==> src/rtl/dim_cal_pkg.sv <==
// constants, register map and state codes shared by both ends of the dimming link
package dim_cal_pkg;
  localparam int NUM_CH = 2;
  localparam int CODE_W = 8;
  localparam int DATA_W = 8;
  localparam int ADDR_W = 4;
  localparam int HADDR_W = 5;
  localparam int CNT_W = 16;
  // device register index (low three address bits); address bit 3 picks the channel
  localparam logic [2:0] IDX_LOOP = 3'h0;
  localparam logic [2:0] IDX_MON = 3'h1;
  localparam logic [2:0] IDX_CALCTL = 3'h2;
  localparam logic [2:0] IDX_ADIM = 3'h3;
  localparam logic [2:0] IDX_CALVAL = 3'h4;
  localparam logic [2:0] IDX_DEVCTL = 3'h5;
  // bit positions
  localparam int LOOP_PWM_BIT = 0;
  localparam int LOOP_CALEN_BIT = 1;
  localparam int MON_SEL_BIT = 0;
  localparam int CAL_REF_BIT = 0;
  localparam int CAL_START_BIT = 1;
  localparam int CAL_DONE_BIT = 2;
  localparam int CAL_BUSY_BIT = 3;
  localparam int DEV_IDLE_BIT = 0;
  // reset values and special codes
  localparam logic [CODE_W-1:0] ADIM_RESET = 8'hFF;
  localparam logic [CODE_W-1:0] ADIM_OFF = 8'h00;
  localparam logic [CODE_W-1:0] ADIM_TEN_PCT = 8'h18;
  localparam logic [CODE_W-1:0] CALVAL_RESET = 8'h00;
  localparam logic [DATA_W-1:0] DATA_ZERO = 8'h00;
  // calibration routine time
  localparam int CAL_TIME_US = 200;
  localparam int CLK_MHZ = 40;
  localparam int CAL_CYCLES_DEF = CAL_TIME_US * CLK_MHZ;
  // host-local registers (address bit 4 set)
  localparam logic [HADDR_W-1:0] H_PINS = 5'h10;
  localparam logic [HADDR_W-1:0] H_CALCMD = 5'h11;
  localparam logic [HADDR_W-1:0] H_STATUS = 5'h12;
  localparam logic [HADDR_W-1:0] H_LAST = 5'h13;
  localparam int PIN_EN_BIT = 2;
  localparam int PIN_LIMP_BIT = 3;
  localparam logic [DATA_W-1:0] PINS_RESET = 8'h00;
  // host calibration sequencer, Gray coded from HS_IDLE to HS_DONE; the HS_CHECK to HS_POLL retry flips two bits
  typedef enum logic [2:0] {
    HS_IDLE = 3'b000,
    HS_DIM = 3'b001,
    HS_ENCAL = 3'b011,
    HS_START = 3'b010,
    HS_POLL = 3'b110,
    HS_WAIT = 3'b111,
    HS_CHECK = 3'b101,
    HS_DONE = 3'b100
  } host_state_t;
endpackage

==> src/rtl/dim_link_if.sv <==
// pins and register port between the host controller and the led dimming device
`timescale 1ns/10ps
interface dim_link_if import dim_cal_pkg::*; ();
  logic [NUM_CH-1:0] dim_pin;
  logic enable_pin;
  logic limp_pin;
  logic reg_wr;
  logic reg_rd;
  logic [ADDR_W-1:0] reg_addr;
  logic [DATA_W-1:0] reg_wdata;
  logic [DATA_W-1:0] reg_rdata;
  modport dev (
    input dim_pin, enable_pin, limp_pin, reg_wr, reg_rd, reg_addr, reg_wdata,
    output reg_rdata
  );
  modport host (
    output dim_pin, enable_pin, limp_pin, reg_wr, reg_rd, reg_addr, reg_wdata,
    input reg_rdata
  );
endinterface

==> src/rtl/dim_ctrl_device.sv <==
// device end: pwm gating, monitor pin select, analog dimming reference, limp home and calibration
//
// What this block does
// RL1 - either pwm source high enables gate drivers
// RL2 - direct dim pin high enables, low disables
// RL3 - register pwm bit enables or disables drivers
// RL4 - boost, monitor bit low: mirror pwm
// RL5 - buck feedback; boost bit selects feedback/mirror
// RL6 - host stops channels via idle or enable
// RL7 - reference select high uses external set pin
// RL8 - reference select low uses 8-bit code
// RL9 - zero code stops; nonzero restarts soft start
// RL10 - limp-home pin high enters limp home
// RL11 - limp home needs dim pin and enable
// RL12 - limp home takes setting from set pin
// RL13 - limp-home entry resets registers to defaults
// RL14 - set below 100mV stops, above 200mV restarts
// RL15 - host zeroes current before calibrating
// RL16 - host sets calibration enable, then start
// RL17 - routine runs about 200us, then done flag
// RL18 - enable high: routine result applied, read back
// RL19 - enable low: written value used, start ignored
// RL20 - code 24 means about ten percent dimming
// RL21 - host recalibrates while dim pin long low
// RL22 - accepted start clears the done flag
`timescale 1ns/10ps
module dim_ctrl_device import dim_cal_pkg::*; #(
  parameter int CAL_CYCLES = CAL_CYCLES_DEF
) (
  // clock and reset
  input wire logic clk_i,
  input wire logic rst_n_i,
  // link to the host
  dim_link_if.dev link,
  // analog status from the power stage
  input wire logic [NUM_CH-1:0] boost_mode_i,
  input wire logic [NUM_CH-1:0] set_below_i,
  input wire logic [NUM_CH-1:0] set_above_i,
  input wire logic [NUM_CH-1:0] short_gnd_i,
  input wire logic [NUM_CH-1:0][CODE_W-1:0] cal_measure_i,
  // controls to the power stage
  output logic [NUM_CH-1:0] gate_en_o,
  output logic [NUM_CH-1:0] soft_start_o,
  output logic [NUM_CH-1:0] ref_ext_o,
  output logic [NUM_CH-1:0][CODE_W-1:0] adim_o,
  output logic [NUM_CH-1:0][CODE_W-1:0] cal_value_o,
  output logic [NUM_CH-1:0] cal_busy_o,
  // current monitor pin function and limp state
  output logic [NUM_CH-1:0] mon_fb_o,
  output logic [NUM_CH-1:0] mon_mirror_o,
  output logic [NUM_CH-1:0] mon_short_o,
  output logic limp_o
);

  localparam logic [CNT_W-1:0] CAL_LOAD = CNT_W'(CAL_CYCLES - 1);
  localparam logic [CNT_W-1:0] CNT_ZERO = 16'h0000;

  // register address decode, shared by every write path and the device control read
  function automatic logic hit(input logic [ADDR_W-1:0] a, input int ch, input logic [2:0] idx);
    hit = (a == {ch[0], idx});
  endfunction

  ////////////////////////////////////////////////////////////////////////////
  // limp home and device-wide control

  logic limp_q;
  logic idle;
  logic [NUM_CH-1:0][DATA_W-1:0] rd_val;
  wire limp_rise = link.limp_pin & ~limp_q; // RL10
  wire reg_clr = ~rst_n_i | limp_rise; // RL13
  wire wr_dev = link.reg_wr & hit(link.reg_addr, 0, IDX_DEVCTL);
  wire rd_ch = link.reg_addr[ADDR_W-1];
  wire [DATA_W-1:0] dev_val = {7'h00, idle};
  wire [DATA_W-1:0] next_rdata = hit(link.reg_addr, 0, IDX_DEVCTL) ? dev_val : rd_val[rd_ch];

  // limp state follows the pin; the rising edge clears the register file once
  always_ff @(posedge clk_i)
  begin
    if (!rst_n_i)
      limp_q <= 1'b0;
    else
      limp_q <= link.limp_pin; // RL10
  end

  // idle stops both channels together outside limp home, as the host's safe stop
  always_ff @(posedge clk_i)
  begin
    if (reg_clr)
      idle <= 1'b0;
    else if (wr_dev)
      idle <= link.reg_wdata[DEV_IDLE_BIT]; // RL6
  end

  // read data stand from the cycle after the read until the next read
  always_ff @(posedge clk_i)
  begin
    if (!rst_n_i)
      link.reg_rdata <= DATA_ZERO;
    else if (link.reg_rd)
      link.reg_rdata <= next_rdata;
  end

  always_ff @(posedge clk_i)
  begin
    if (!rst_n_i)
      limp_o <= 1'b0;
    else
      limp_o <= limp_q;
  end

  ////////////////////////////////////////////////////////////////////////////
  // per-channel logic

  for (genvar c = 0; c < NUM_CH; c++)
  begin : g_ch
    logic pwm_bit;
    logic cal_en;
    logic mon_sel;
    logic ref_sel;
    logic done;
    logic busy;
    logic set_stop;
    logic [CODE_W-1:0] adim;
    logic [CODE_W-1:0] calval;
    logic [CODE_W-1:0] cal_res;
    logic [CNT_W-1:0] cnt;

    // write decode
    wire wr_loop = link.reg_wr & hit(link.reg_addr, c, IDX_LOOP);
    wire wr_mon = link.reg_wr & hit(link.reg_addr, c, IDX_MON);
    wire wr_cal = link.reg_wr & hit(link.reg_addr, c, IDX_CALCTL);
    wire wr_adim = link.reg_wr & hit(link.reg_addr, c, IDX_ADIM);
    wire wr_cval = link.reg_wr & hit(link.reg_addr, c, IDX_CALVAL);
    // a start is only taken with the routine enabled; otherwise it is dropped silently
    wire start_ok = wr_cal & link.reg_wdata[CAL_START_BIT] & cal_en & ~busy & ~limp_q; // RL19
    wire cal_end = busy & (cnt == CNT_ZERO);
    // reference source and stop conditions
    wire ext_ref = limp_q | ref_sel; // RL7 RL12
    wire zero_stop = ~limp_q & (adim == ADIM_OFF); // RL8 RL9
    wire restart_code = wr_adim & ~limp_q & (adim == ADIM_OFF) & (link.reg_wdata != ADIM_OFF); // RL9
    wire restart_set = set_stop & set_above_i[c]; // RL14
    // either pwm source high wins; limp home listens to the pin alone
    wire pwm_act = limp_q ? link.dim_pin[c] : (link.dim_pin[c] | pwm_bit); // RL1 RL2 RL3 RL11
    wire enable_ok = limp_q ? link.enable_pin : (link.enable_pin & ~idle); // RL6 RL11
    // drivers stay off during the routine so the output current stays at zero
    wire next_gate = pwm_act & enable_ok & ~zero_stop & ~set_stop & ~busy;
    wire [CODE_W-1:0] applied = cal_en ? cal_res : calval; // RL18 RL19
    wire mirror_sel = boost_mode_i[c] & ~mon_sel; // RL5
    wire [DATA_W-1:0] loop_val = {6'h00, cal_en, pwm_bit};
    wire [DATA_W-1:0] cal_val = {4'h0, busy, done, 1'b0, ref_sel};
    wire [DATA_W-1:0] mon_val = {7'h00, mon_sel};

    assign rd_val[c] = (link.reg_addr[2:0] == IDX_LOOP) ? loop_val :
                       (link.reg_addr[2:0] == IDX_MON) ? mon_val :
                       (link.reg_addr[2:0] == IDX_CALCTL) ? cal_val :
                       (link.reg_addr[2:0] == IDX_ADIM) ? adim :
                       (link.reg_addr[2:0] == IDX_CALVAL) ? applied : DATA_ZERO; // RL18

    // software-written control bits, back to defaults on reset or limp entry
    always_ff @(posedge clk_i)
    begin
      if (reg_clr)
      begin
        pwm_bit <= 1'b0;
        cal_en <= 1'b0;
        mon_sel <= 1'b0;
        ref_sel <= 1'b0;
      end
      else
      begin
        if (wr_loop)
        begin
          pwm_bit <= link.reg_wdata[LOOP_PWM_BIT]; // RL3
          cal_en <= link.reg_wdata[LOOP_CALEN_BIT];
        end
        if (wr_mon)
          mon_sel <= link.reg_wdata[MON_SEL_BIT]; // RL4 RL5
        if (wr_cal)
          ref_sel <= link.reg_wdata[CAL_REF_BIT]; // RL7
      end
    end

    // dimming code and host calibration value
    always_ff @(posedge clk_i)
    begin
      if (reg_clr)
      begin
        adim <= ADIM_RESET;
        calval <= CALVAL_RESET;
      end
      else
      begin
        if (wr_adim)
          adim <= link.reg_wdata; // RL8 RL20
        if (wr_cval)
          calval <= link.reg_wdata; // RL19
      end
    end

    // calibration routine timer; the end of the routine sets done
    always_ff @(posedge clk_i)
    begin
      if (reg_clr)
      begin
        busy <= 1'b0;
        cnt <= CNT_ZERO;
      end
      else if (start_ok)
      begin
        busy <= 1'b1;
        cnt <= CAL_LOAD; // RL17
      end
      else if (busy)
      begin
        busy <= ~cal_end;
        cnt <= cnt - 1'b1;
      end
    end

    // done flag: set by the routine end, cleared when a new start is taken
    always_ff @(posedge clk_i)
    begin
      if (reg_clr)
        done <= 1'b0;
      else if (cal_end)
        done <= 1'b1; // RL17
      else if (start_ok)
        done <= 1'b0; // RL22
    end

    // routine result, kept across later disabled periods for reuse
    always_ff @(posedge clk_i)
    begin
      if (!rst_n_i)
        cal_res <= CALVAL_RESET;
      else if (cal_end)
        cal_res <= cal_measure_i[c]; // RL18
    end

    // set-pin low-level stop, released with soft start above the upper level
    always_ff @(posedge clk_i)
    begin
      if (!rst_n_i)
        set_stop <= 1'b0;
      else if (ext_ref & set_below_i[c])
        set_stop <= 1'b1; // RL14
      else if (set_above_i[c] | ~ext_ref)
        set_stop <= 1'b0; // RL14
    end

    // registered outputs
    always_ff @(posedge clk_i)
    begin
      if (!rst_n_i)
      begin
        gate_en_o[c] <= 1'b0;
        soft_start_o[c] <= 1'b0;
        ref_ext_o[c] <= 1'b0;
        adim_o[c] <= ADIM_RESET;
        cal_value_o[c] <= CALVAL_RESET;
        cal_busy_o[c] <= 1'b0;
      end
      else
      begin
        gate_en_o[c] <= next_gate; // RL1
        soft_start_o[c] <= restart_code | restart_set; // RL9 RL14
        ref_ext_o[c] <= ext_ref; // RL12
        adim_o[c] <= adim;
        cal_value_o[c] <= applied; // RL18 RL19
        cal_busy_o[c] <= busy;
      end
    end

    // monitor pin: feedback in buck or when selected, else mirror plus short flag
    always_ff @(posedge clk_i)
    begin
      if (!rst_n_i)
      begin
        mon_fb_o[c] <= 1'b1;
        mon_mirror_o[c] <= 1'b0;
        mon_short_o[c] <= 1'b0;
      end
      else
      begin
        mon_fb_o[c] <= ~mirror_sel; // RL5
        mon_mirror_o[c] <= mirror_sel & next_gate; // RL4
        mon_short_o[c] <= mirror_sel & short_gnd_i[c]; // RL5
      end
    end
  end

endmodule // dim_ctrl_device

==> src/flat_wrapper.sv <==
// flat-port wrapper written by rule: the top's interface ports become plain ports
module dim_ctrl_device_flat import dim_cal_pkg::*;
#(
  parameter int CAL_CYCLES = CAL_CYCLES_DEF
)
  (clk_i, rst_n_i, boost_mode_i, set_below_i, set_above_i, short_gnd_i, cal_measure_i, gate_en_o, soft_start_o, ref_ext_o, adim_o, cal_value_o, cal_busy_o, mon_fb_o, mon_mirror_o, mon_short_o, limp_o, link_dim_pin, link_enable_pin, link_limp_pin, link_reg_wr, link_reg_rd, link_reg_addr, link_reg_wdata, link_reg_rdata);
  dim_link_if link_i ();
  input wire logic clk_i;
  input wire logic rst_n_i;
  input wire logic [NUM_CH-1:0] boost_mode_i;
  input wire logic [NUM_CH-1:0] set_below_i;
  input wire logic [NUM_CH-1:0] set_above_i;
  input wire logic [NUM_CH-1:0] short_gnd_i;
  input wire logic [NUM_CH-1:0][CODE_W-1:0] cal_measure_i;
  output logic [NUM_CH-1:0] gate_en_o;
  output logic [NUM_CH-1:0] soft_start_o;
  output logic [NUM_CH-1:0] ref_ext_o;
  output logic [NUM_CH-1:0][CODE_W-1:0] adim_o;
  output logic [NUM_CH-1:0][CODE_W-1:0] cal_value_o;
  output logic [NUM_CH-1:0] cal_busy_o;
  output logic [NUM_CH-1:0] mon_fb_o;
  output logic [NUM_CH-1:0] mon_mirror_o;
  output logic [NUM_CH-1:0] mon_short_o;
  output logic limp_o;
  input wire logic [$bits(link_i.dim_pin)-1:0] link_dim_pin;
  input wire logic [$bits(link_i.enable_pin)-1:0] link_enable_pin;
  input wire logic [$bits(link_i.limp_pin)-1:0] link_limp_pin;
  input wire logic [$bits(link_i.reg_wr)-1:0] link_reg_wr;
  input wire logic [$bits(link_i.reg_rd)-1:0] link_reg_rd;
  input wire logic [$bits(link_i.reg_addr)-1:0] link_reg_addr;
  input wire logic [$bits(link_i.reg_wdata)-1:0] link_reg_wdata;
  output wire logic [$bits(link_i.reg_rdata)-1:0] link_reg_rdata;
  assign link_i.dim_pin = link_dim_pin;
  assign link_i.enable_pin = link_enable_pin;
  assign link_i.limp_pin = link_limp_pin;
  assign link_i.reg_wr = link_reg_wr;
  assign link_i.reg_rd = link_reg_rd;
  assign link_i.reg_addr = link_reg_addr;
  assign link_i.reg_wdata = link_reg_wdata;
  assign link_reg_rdata = link_i.reg_rdata;
  dim_ctrl_device #(.CAL_CYCLES(CAL_CYCLES)) u_core (.clk_i(clk_i), .rst_n_i(rst_n_i), .link(link_i), .boost_mode_i(boost_mode_i), .set_below_i(set_below_i), .set_above_i(set_above_i), .short_gnd_i(short_gnd_i), .cal_measure_i(cal_measure_i), .gate_en_o(gate_en_o), .soft_start_o(soft_start_o), .ref_ext_o(ref_ext_o), .adim_o(adim_o), .cal_value_o(cal_value_o), .cal_busy_o(cal_busy_o), .mon_fb_o(mon_fb_o), .mon_mirror_o(mon_mirror_o), .mon_short_o(mon_short_o), .limp_o(limp_o));
endmodule
==> config.mk <==
export PLATFORM = sky130hd
export DESIGN_NAME = dim_ctrl_device_flat
export DESIGN_NICKNAME = d
export VERILOG_FILES = /design/src/rtl/dim_cal_pkg.sv /design/src/rtl/dim_link_if.sv /design/src/rtl/dim_ctrl_device.sv /design/src/flat_wrapper.sv
export SDC_FILE = /design/constraint.sdc
export NUM_CORES = 1
export LEC_CHECK = 0
export BUFFER_PORTS_ARGS = -buffer_cell sky130_fd_sc_hd__clkbuf_2
export CAP_MARGIN = 40
export CELL_PAD_IN_SITES_DETAIL_PLACEMENT = 0
export CELL_PAD_IN_SITES_GLOBAL_PLACEMENT = 1
export CORE_UTILIZATION = 40
export DETAILED_ROUTE_END_ITERATION = 10
export PLACE_DENSITY_LB_ADDON = 0.25
export SLEW_MARGIN = 20
export SYNTH_ARGS = -nofsm -noshare
export SYNTH_HDL_FRONTEND = slang
export SYNTH_SLANG_ARGS = --single-unit
export TNS_END_PERCENT = 100
==> constraint.sdc <==
create_clock -name clk_i -period 6.3 [get_ports clk_i]
set_input_delay 1.89 -clock clk_i [delete_from_list [all_inputs] [get_ports clk_i]]
set_output_delay 1.89 -clock clk_i [all_outputs]
set_load 0.01 [all_outputs]
# ---- Yosys cells after proc, flatten, opt, wreduce, memory -nomap -nowiden
# Index checks and enable logic that the tools add are counted.
dict set report op_classes {
  n_addsub 2
  n_mul 0
  muxes 34
  bitwise_logic 75
  eq_ne 14
  shift 0
  div 0
  reduce_logical 15
  order_cmp 1
}
# op n
set ops {}
lappend ops {{$mux 8} 15}
lappend ops {{$mux 13} 4}
lappend ops {{$and 1x1->1} 49}
lappend ops {{$logic_not 16->1} 2}
lappend ops {{$sub 16x1->16 const B} 2}
lappend ops {{$eq 4x4->1 const B} 5}
lappend ops {{$not 1->1} 17}
lappend ops {{$logic_not 8->1} 2}
lappend ops {{$mux 1} 15}
lappend ops {{$reduce_bool 2->1} 6}
lappend ops {{$or 1x1->1} 9}
lappend ops {{$eq 4x2->1 const B} 2}
lappend ops {{$eq 4x3->1 const B} 2}
lappend ops {{$reduce_bool 8->1} 1}
lappend ops {{$eq 3x2->1 const B} 2}
lappend ops {{$eq 4x1->1 const B} 1}
lappend ops {{$logic_not 4->1} 1}
lappend ops {{$reduce_or 2->1} 2}
lappend ops {{$eq 3x1->1 const B} 1}
lappend ops {{$eq 3x3->1 const B} 1}
lappend ops {{$logic_not 3->1} 1}
lappend ops {{$lt 1x2->1 const B} 1}
dict set report word_totals {
  regBits 151
  output_inout_bits 55
  wordCells 187
  memories 0
  romBits 0
  latch_bits 0
  ram_bits 0
}

# ---- Logic depth before layout (Yosys ltp)
dict set report depth {
  ltp_word 9
  mapped_depth 7
}

# ---- Least setup slack after synthesis
# No wires, ideal clock.
dict set report synth_timing {
  path_kind {input -> register}
  from {input link_reg_wdata[1]}
  to {register u_core.g_ch[1].cnt[0]}
  n_path_buf 3
  arrival_time_ns 3.201
  stages 6
  required_time_ns 6.230
  slack_ns 3.028
  cell_sequence {clkbuf_1 nand4bb_1 or4_1 clkbuf_1 clkbuf_1 a21oi_1}
}
dict set report synth_between {
  elab_chain_len 5
  elab_cells_between_ends 6
}
# element line
set synth_lines {}
lappend synth_lines {{start: declaration} flat_wrapper.sv:31} ;# input wire logic [$bits(link_i.reg_wdata)-1:0] link_reg_wdata;
lappend synth_lines {{$and 1x1->1 * (4 in a row)} dim_ctrl_device.sv:135} ;# wire start_ok = wr_cal & link.reg_wdata[CAL_START_BIT] & cal_en & ~busy & ~limp_q;
lappend synth_lines {{$mux 13 / $reduce_bool 2->1 (equally long branches)} --}
lappend synth_lines {{end signal: assignment} dim_ctrl_device.sv:216} ;# cnt <= cnt - 1'b1;
lappend synth_lines {{end: declaration} dim_ctrl_device.sv:126} ;# logic [CNT_W-1:0] cnt;
# Mark *: on every way between the ends. The rest lies on a longest branch, timed or not.
# A chain may end at the register's enable or synchronous reset.

# ---- Final worst setup path
dict set report layout_timing {
  from {input link_reg_addr[3]}
  to {register u_core.g_ch[1].cnt[6]}
}
dict set report layout_between {
  elab_chain_len 7
}
# element line
set layout_lines {}
lappend layout_lines {{start: declaration} flat_wrapper.sv:30} ;# input wire logic [$bits(link_i.reg_addr)-1:0] link_reg_addr;
lappend layout_lines {{$eq 4x4->1} dim_ctrl_device.sv:60} ;# hit = (a == {ch[0], idx});
lappend layout_lines {{$and 1x1->1} dim_ctrl_device.sv:131} ;# wire wr_cal = link.reg_wr & hit(link.reg_addr, c, IDX_CALCTL);
lappend layout_lines {{$and 1x1->1 (4 in a row)} dim_ctrl_device.sv:135}
lappend layout_lines {{$reduce_or 2->1 (no line)} --}
# Every way passes these cells.

==> results by group <==
Layout
  • Seq. cell area: 3020 um2
  • Multi-input logic area: 2840 um2
  • Layout cells sized above 1: 0.196
  • Synth-to-Final Area Change: 20.3%
  • Final Util: 0.500
  • Fill cell count: 1,414
  • Antenna Cells: 0
  • Nets: 819

Yosys
  • Async set-reset flop share out of synthesis: 0
  • Ranking of synthesized cells by area: dfxtp_1, nand2_1, a21oi_1, mux2i_1, nand3_1
  • Syn nets: about 740
  • Post-synth top area share: 0.495
  • Register area share after synthesis: 0.495
  • Post-synthesis register bit count: 151
  • Gate Count Post-Synth: just under 700
  • Synth top cells by count: dfxtp_1, nand2_1, a21oi_1
  • Mapped Avg Cell Area: just under 9 um2
  • Synth Warn #: 0
  • Count leader, synth: dfxtp_1
  • Largest area contributor in the netlist: dfxtp_1
  • Dominant synthesized flop cell: dfxtp_1
  • Cell variety after synth: 59
  • Synthesized area: 6110 um2
  • Number of synthesized flops with an enable pin: 0

Outcome
  • Outcome: finished with violations
  • Failing checks: design-rule violations

Flow run
  • Max cap viols: 0

STA
  • Count of endpoints failing setup in the final report: 0
  • Rel. slew slack: 0.430
  • Endpoints failing hold: 0
  • Final Worst Setup Slack: 2.78 ns
  • Fmax: between 200 and 300 MHz
  • Final period utilization: 0.559
  • Final Max Slew Viols: 0
  • Clock skew: 0.0158 ns
  • RSZ-0062 raised after global routing: false
  • Tmin final: 3.52 ns
  • Setup_tns: 0 ns
  • Worst-margin pin slew: 0.843 ns

Pwr
  • Leakage: ~3 nW
  • Total power: about 2.2 mW
  • Power Dens Cells: about 290 nW/um2
  • Maximum vdd ir drop: 0.198 mV

Clock network
  • H-tree depth: 4
  • Worst-path clk slew: 0.06 ns
  • CTS Buffer Depth: 2
  • Post-CTS Hold Fix Bufs: 0
  • Cts repair resizes: 0
  • Clk_lat worst skew: 0.43 ns
  • TritonCTS clock tree: built
  • CTS Root Cell: clkbuf_16
  • Inserted Clock Buffers: 17
  • CTS sink count: 151
  • Post-CTS setup buffer count: 0

Critical path
  • R2R Setup Slk: 4.15 ns
  • Startpoint class of the critical path: input pin
  • CP Data Required Time: 6.62 ns
  • R2R depth: 4
  • FF-to-FF End: u_core.g_ch[0].cal_res[6]$_SDFFE_PN0P_
  • Crit path kind: input pin to flop
  • Crit path arrival time: 3.84 ns
  • Crit path from: link_reg_addr[3]
  • Crit end category: flop
  • CP endpoint: u_core.g_ch[1].cnt[6]$_SDFFE_PP0P_
  • Worst Path Max Fanout: 21
  • Worst R2R Start: u_core.g_ch[0].cnt[7]$_SDFFE_PP0P_

Global routing
  • First-pass GRT wire length: 26,600 um
  • Vias in the first global route: 5,073
  • Total GRT Usage: 0.219
  • Initial antenna violation count: 0
  • Largest net degree at the start of global routing: 50
  • Grt ovf: 0

Min path
  • Hold WC Path Type: flop to flop
  • Worst hold path cell count: 2

Route
  • Post-DR wirelength/cell: around 17 um
  • DRT Wirelength: ~16,000 um
  • Drc violations: 9
  • Pre-Repair DR Iteration Count: 10
  • Vias: 5,235
  • Initial drt markers: between 300 and 400
  • ANT nets after route: 0
  • Via density: 5.40

Die
  • I/O pins: 99
  • Initial core utilization: 0.416
  • Core ar.: 14,700 um2
  • Die Y: 126 um
  • Row count: 44
  • Die footprint: 15,800 um2
  • Die Span X: 126 um

Placement
  • GP Congestion: around 0.86
  • IO Port Bufs: 98
  • Dpl ws: 2.36 ns
  • DPL Wire Length: 11,800 um
[power breakdown]
part / leakage (nW) / switching (mW) / internal, mW
Clock: 0.299 / 0.408 / 0.676
Sequential: 1.22 / 0.00603 / 0.964
Combinational: 1.41 / 0.0706 / 0.0362
Total: 2.93 / 0.485 / 1.68
[metal layers]
layer	GRT usage	wire, um	share of wire	up-vias
met5	0	0	0	-
met4	0.0825	331	0.020	0
met3	0.0509	809	0.049	24
met2	0.368	7770	0.47	154
met1	0.272	7510	0.46	2477
li1	-	-	-	2580
[layout make-up]
cell class | count | area share
sequential | 151 | 0.411
multi-input combinational | 479 | 0.387
timing repair buffer | 106 | 0.0749
clock buffer | 18 | 0.0597
tap | 184 | 0.0313
clock inverter | 14 | 0.0271
inverter | 18 | 0.00919
[cells by family (layout without fill, tap and decap cells)]
family | after synthesis | count (layout) | share of synthesized area
muxes | 35 | 35 | 0.0590
DFF | 151 | 151 | 0.495
buffers and inverters | 60 | 156 | 0.0410
AOI/OAI and AO/OA | 141 | 141 | 0.138
and+or+nand+nor | 279 | 279 | 0.232
xor gates and xnor gates | 22 | 22 | 0.0315
adders and majority gates | 2 | 2 | 0.00409
[worst min-delay path by stage]
stage / startpoint / to / slack (ns)
after floorplan: u_core.g_ch[1].adim[2]$_SDFFE_PP1N_ / u_core.adim_o[10]$_SDFF_PN1_ / 0.41
after global placement: u_core.g_ch[0].calval[2]$_SDFFE_PP0P_ / u_core.g_ch[0].calval[2]$_SDFFE_PP0P_ / 0.45
after detailed placement: u_core.g_ch[0].adim[7]$_SDFFE_PP1N_ / u_core.adim_o[7]$_SDFF_PN1_ / 0.45
after CTS: u_core.g_ch[0].calval[7]$_SDFFE_PP0P_ / u_core.g_ch[0].calval[7]$_SDFFE_PP0P_ / 0.46
after global routing: u_core.g_ch[0].calval[4]$_SDFFE_PP0P_ / u_core.g_ch[0].calval[4]$_SDFFE_PP0P_ / 0.48
final: u_core.g_ch[0].calval[3]$_SDFFE_PP0P_ / u_core.g_ch[0].calval[3]$_SDFFE_PP0P_ / 0.45
[metrics by stage]
step                      area [um2]  instances  hold slack, ns
after floorplan                 6110        690           0.411
after global placement          6690        935           0.447
after detailed placement        6690        935           0.446
after CTS                       7330        967           0.455
after global routing            7350        970           0.483
final                           7350        970           0.453
[worst max-delay path, stage by stage]
cell and delay, ns:
clkbuf_2 0.38, nand2_1 0.38, or4_1 0.85, nand2_1 0.26, nor2_1 0.07
[flip-flops by register name, indices dropped and copies added, names as in the netlist, 8 cells and up]
signal	count
u_core.g_ch.adim	16
u_core.g_ch.cnt	32
u_core.link.reg_rdata	8
u_core.g_ch.cal_res	16
u_core.g_ch.calval	16
u_core.cal_value_o	16
u_core.adim_o	16
[cells in the final DEF, fill, tap and decap left out, types with 5 or more instances in the layout]
cell / Yosys / final
nor3_1: 16 / 16
o211ai_1: 7 / 7
nand2b_1: 18 / 18
or4_1: 7 / 7
nand2_1: 93 / 93
mux2i_1: 27 / 27
dfxtp_1: 151 / 151
nor2_1: 43 / 43
xor2_1: 11 / 11
nand3_1: 35 / 35
o21ai_0: 31 / 31
clkbuf_16: 0 / 17
and2_1: 14 / 14
buf_4: 0 / 8
mux2_2: 8 / 8
a21oi_1: 69 / 69
inv_1: 16 / 16
nor3b_1: 5 / 5
xnor2_1: 11 / 11
nor4_1: 9 / 9
clkbuf_2: 1 / 98
nand4_1: 6 / 6
No activity file was read; power rests on OpenSTA's default activity.
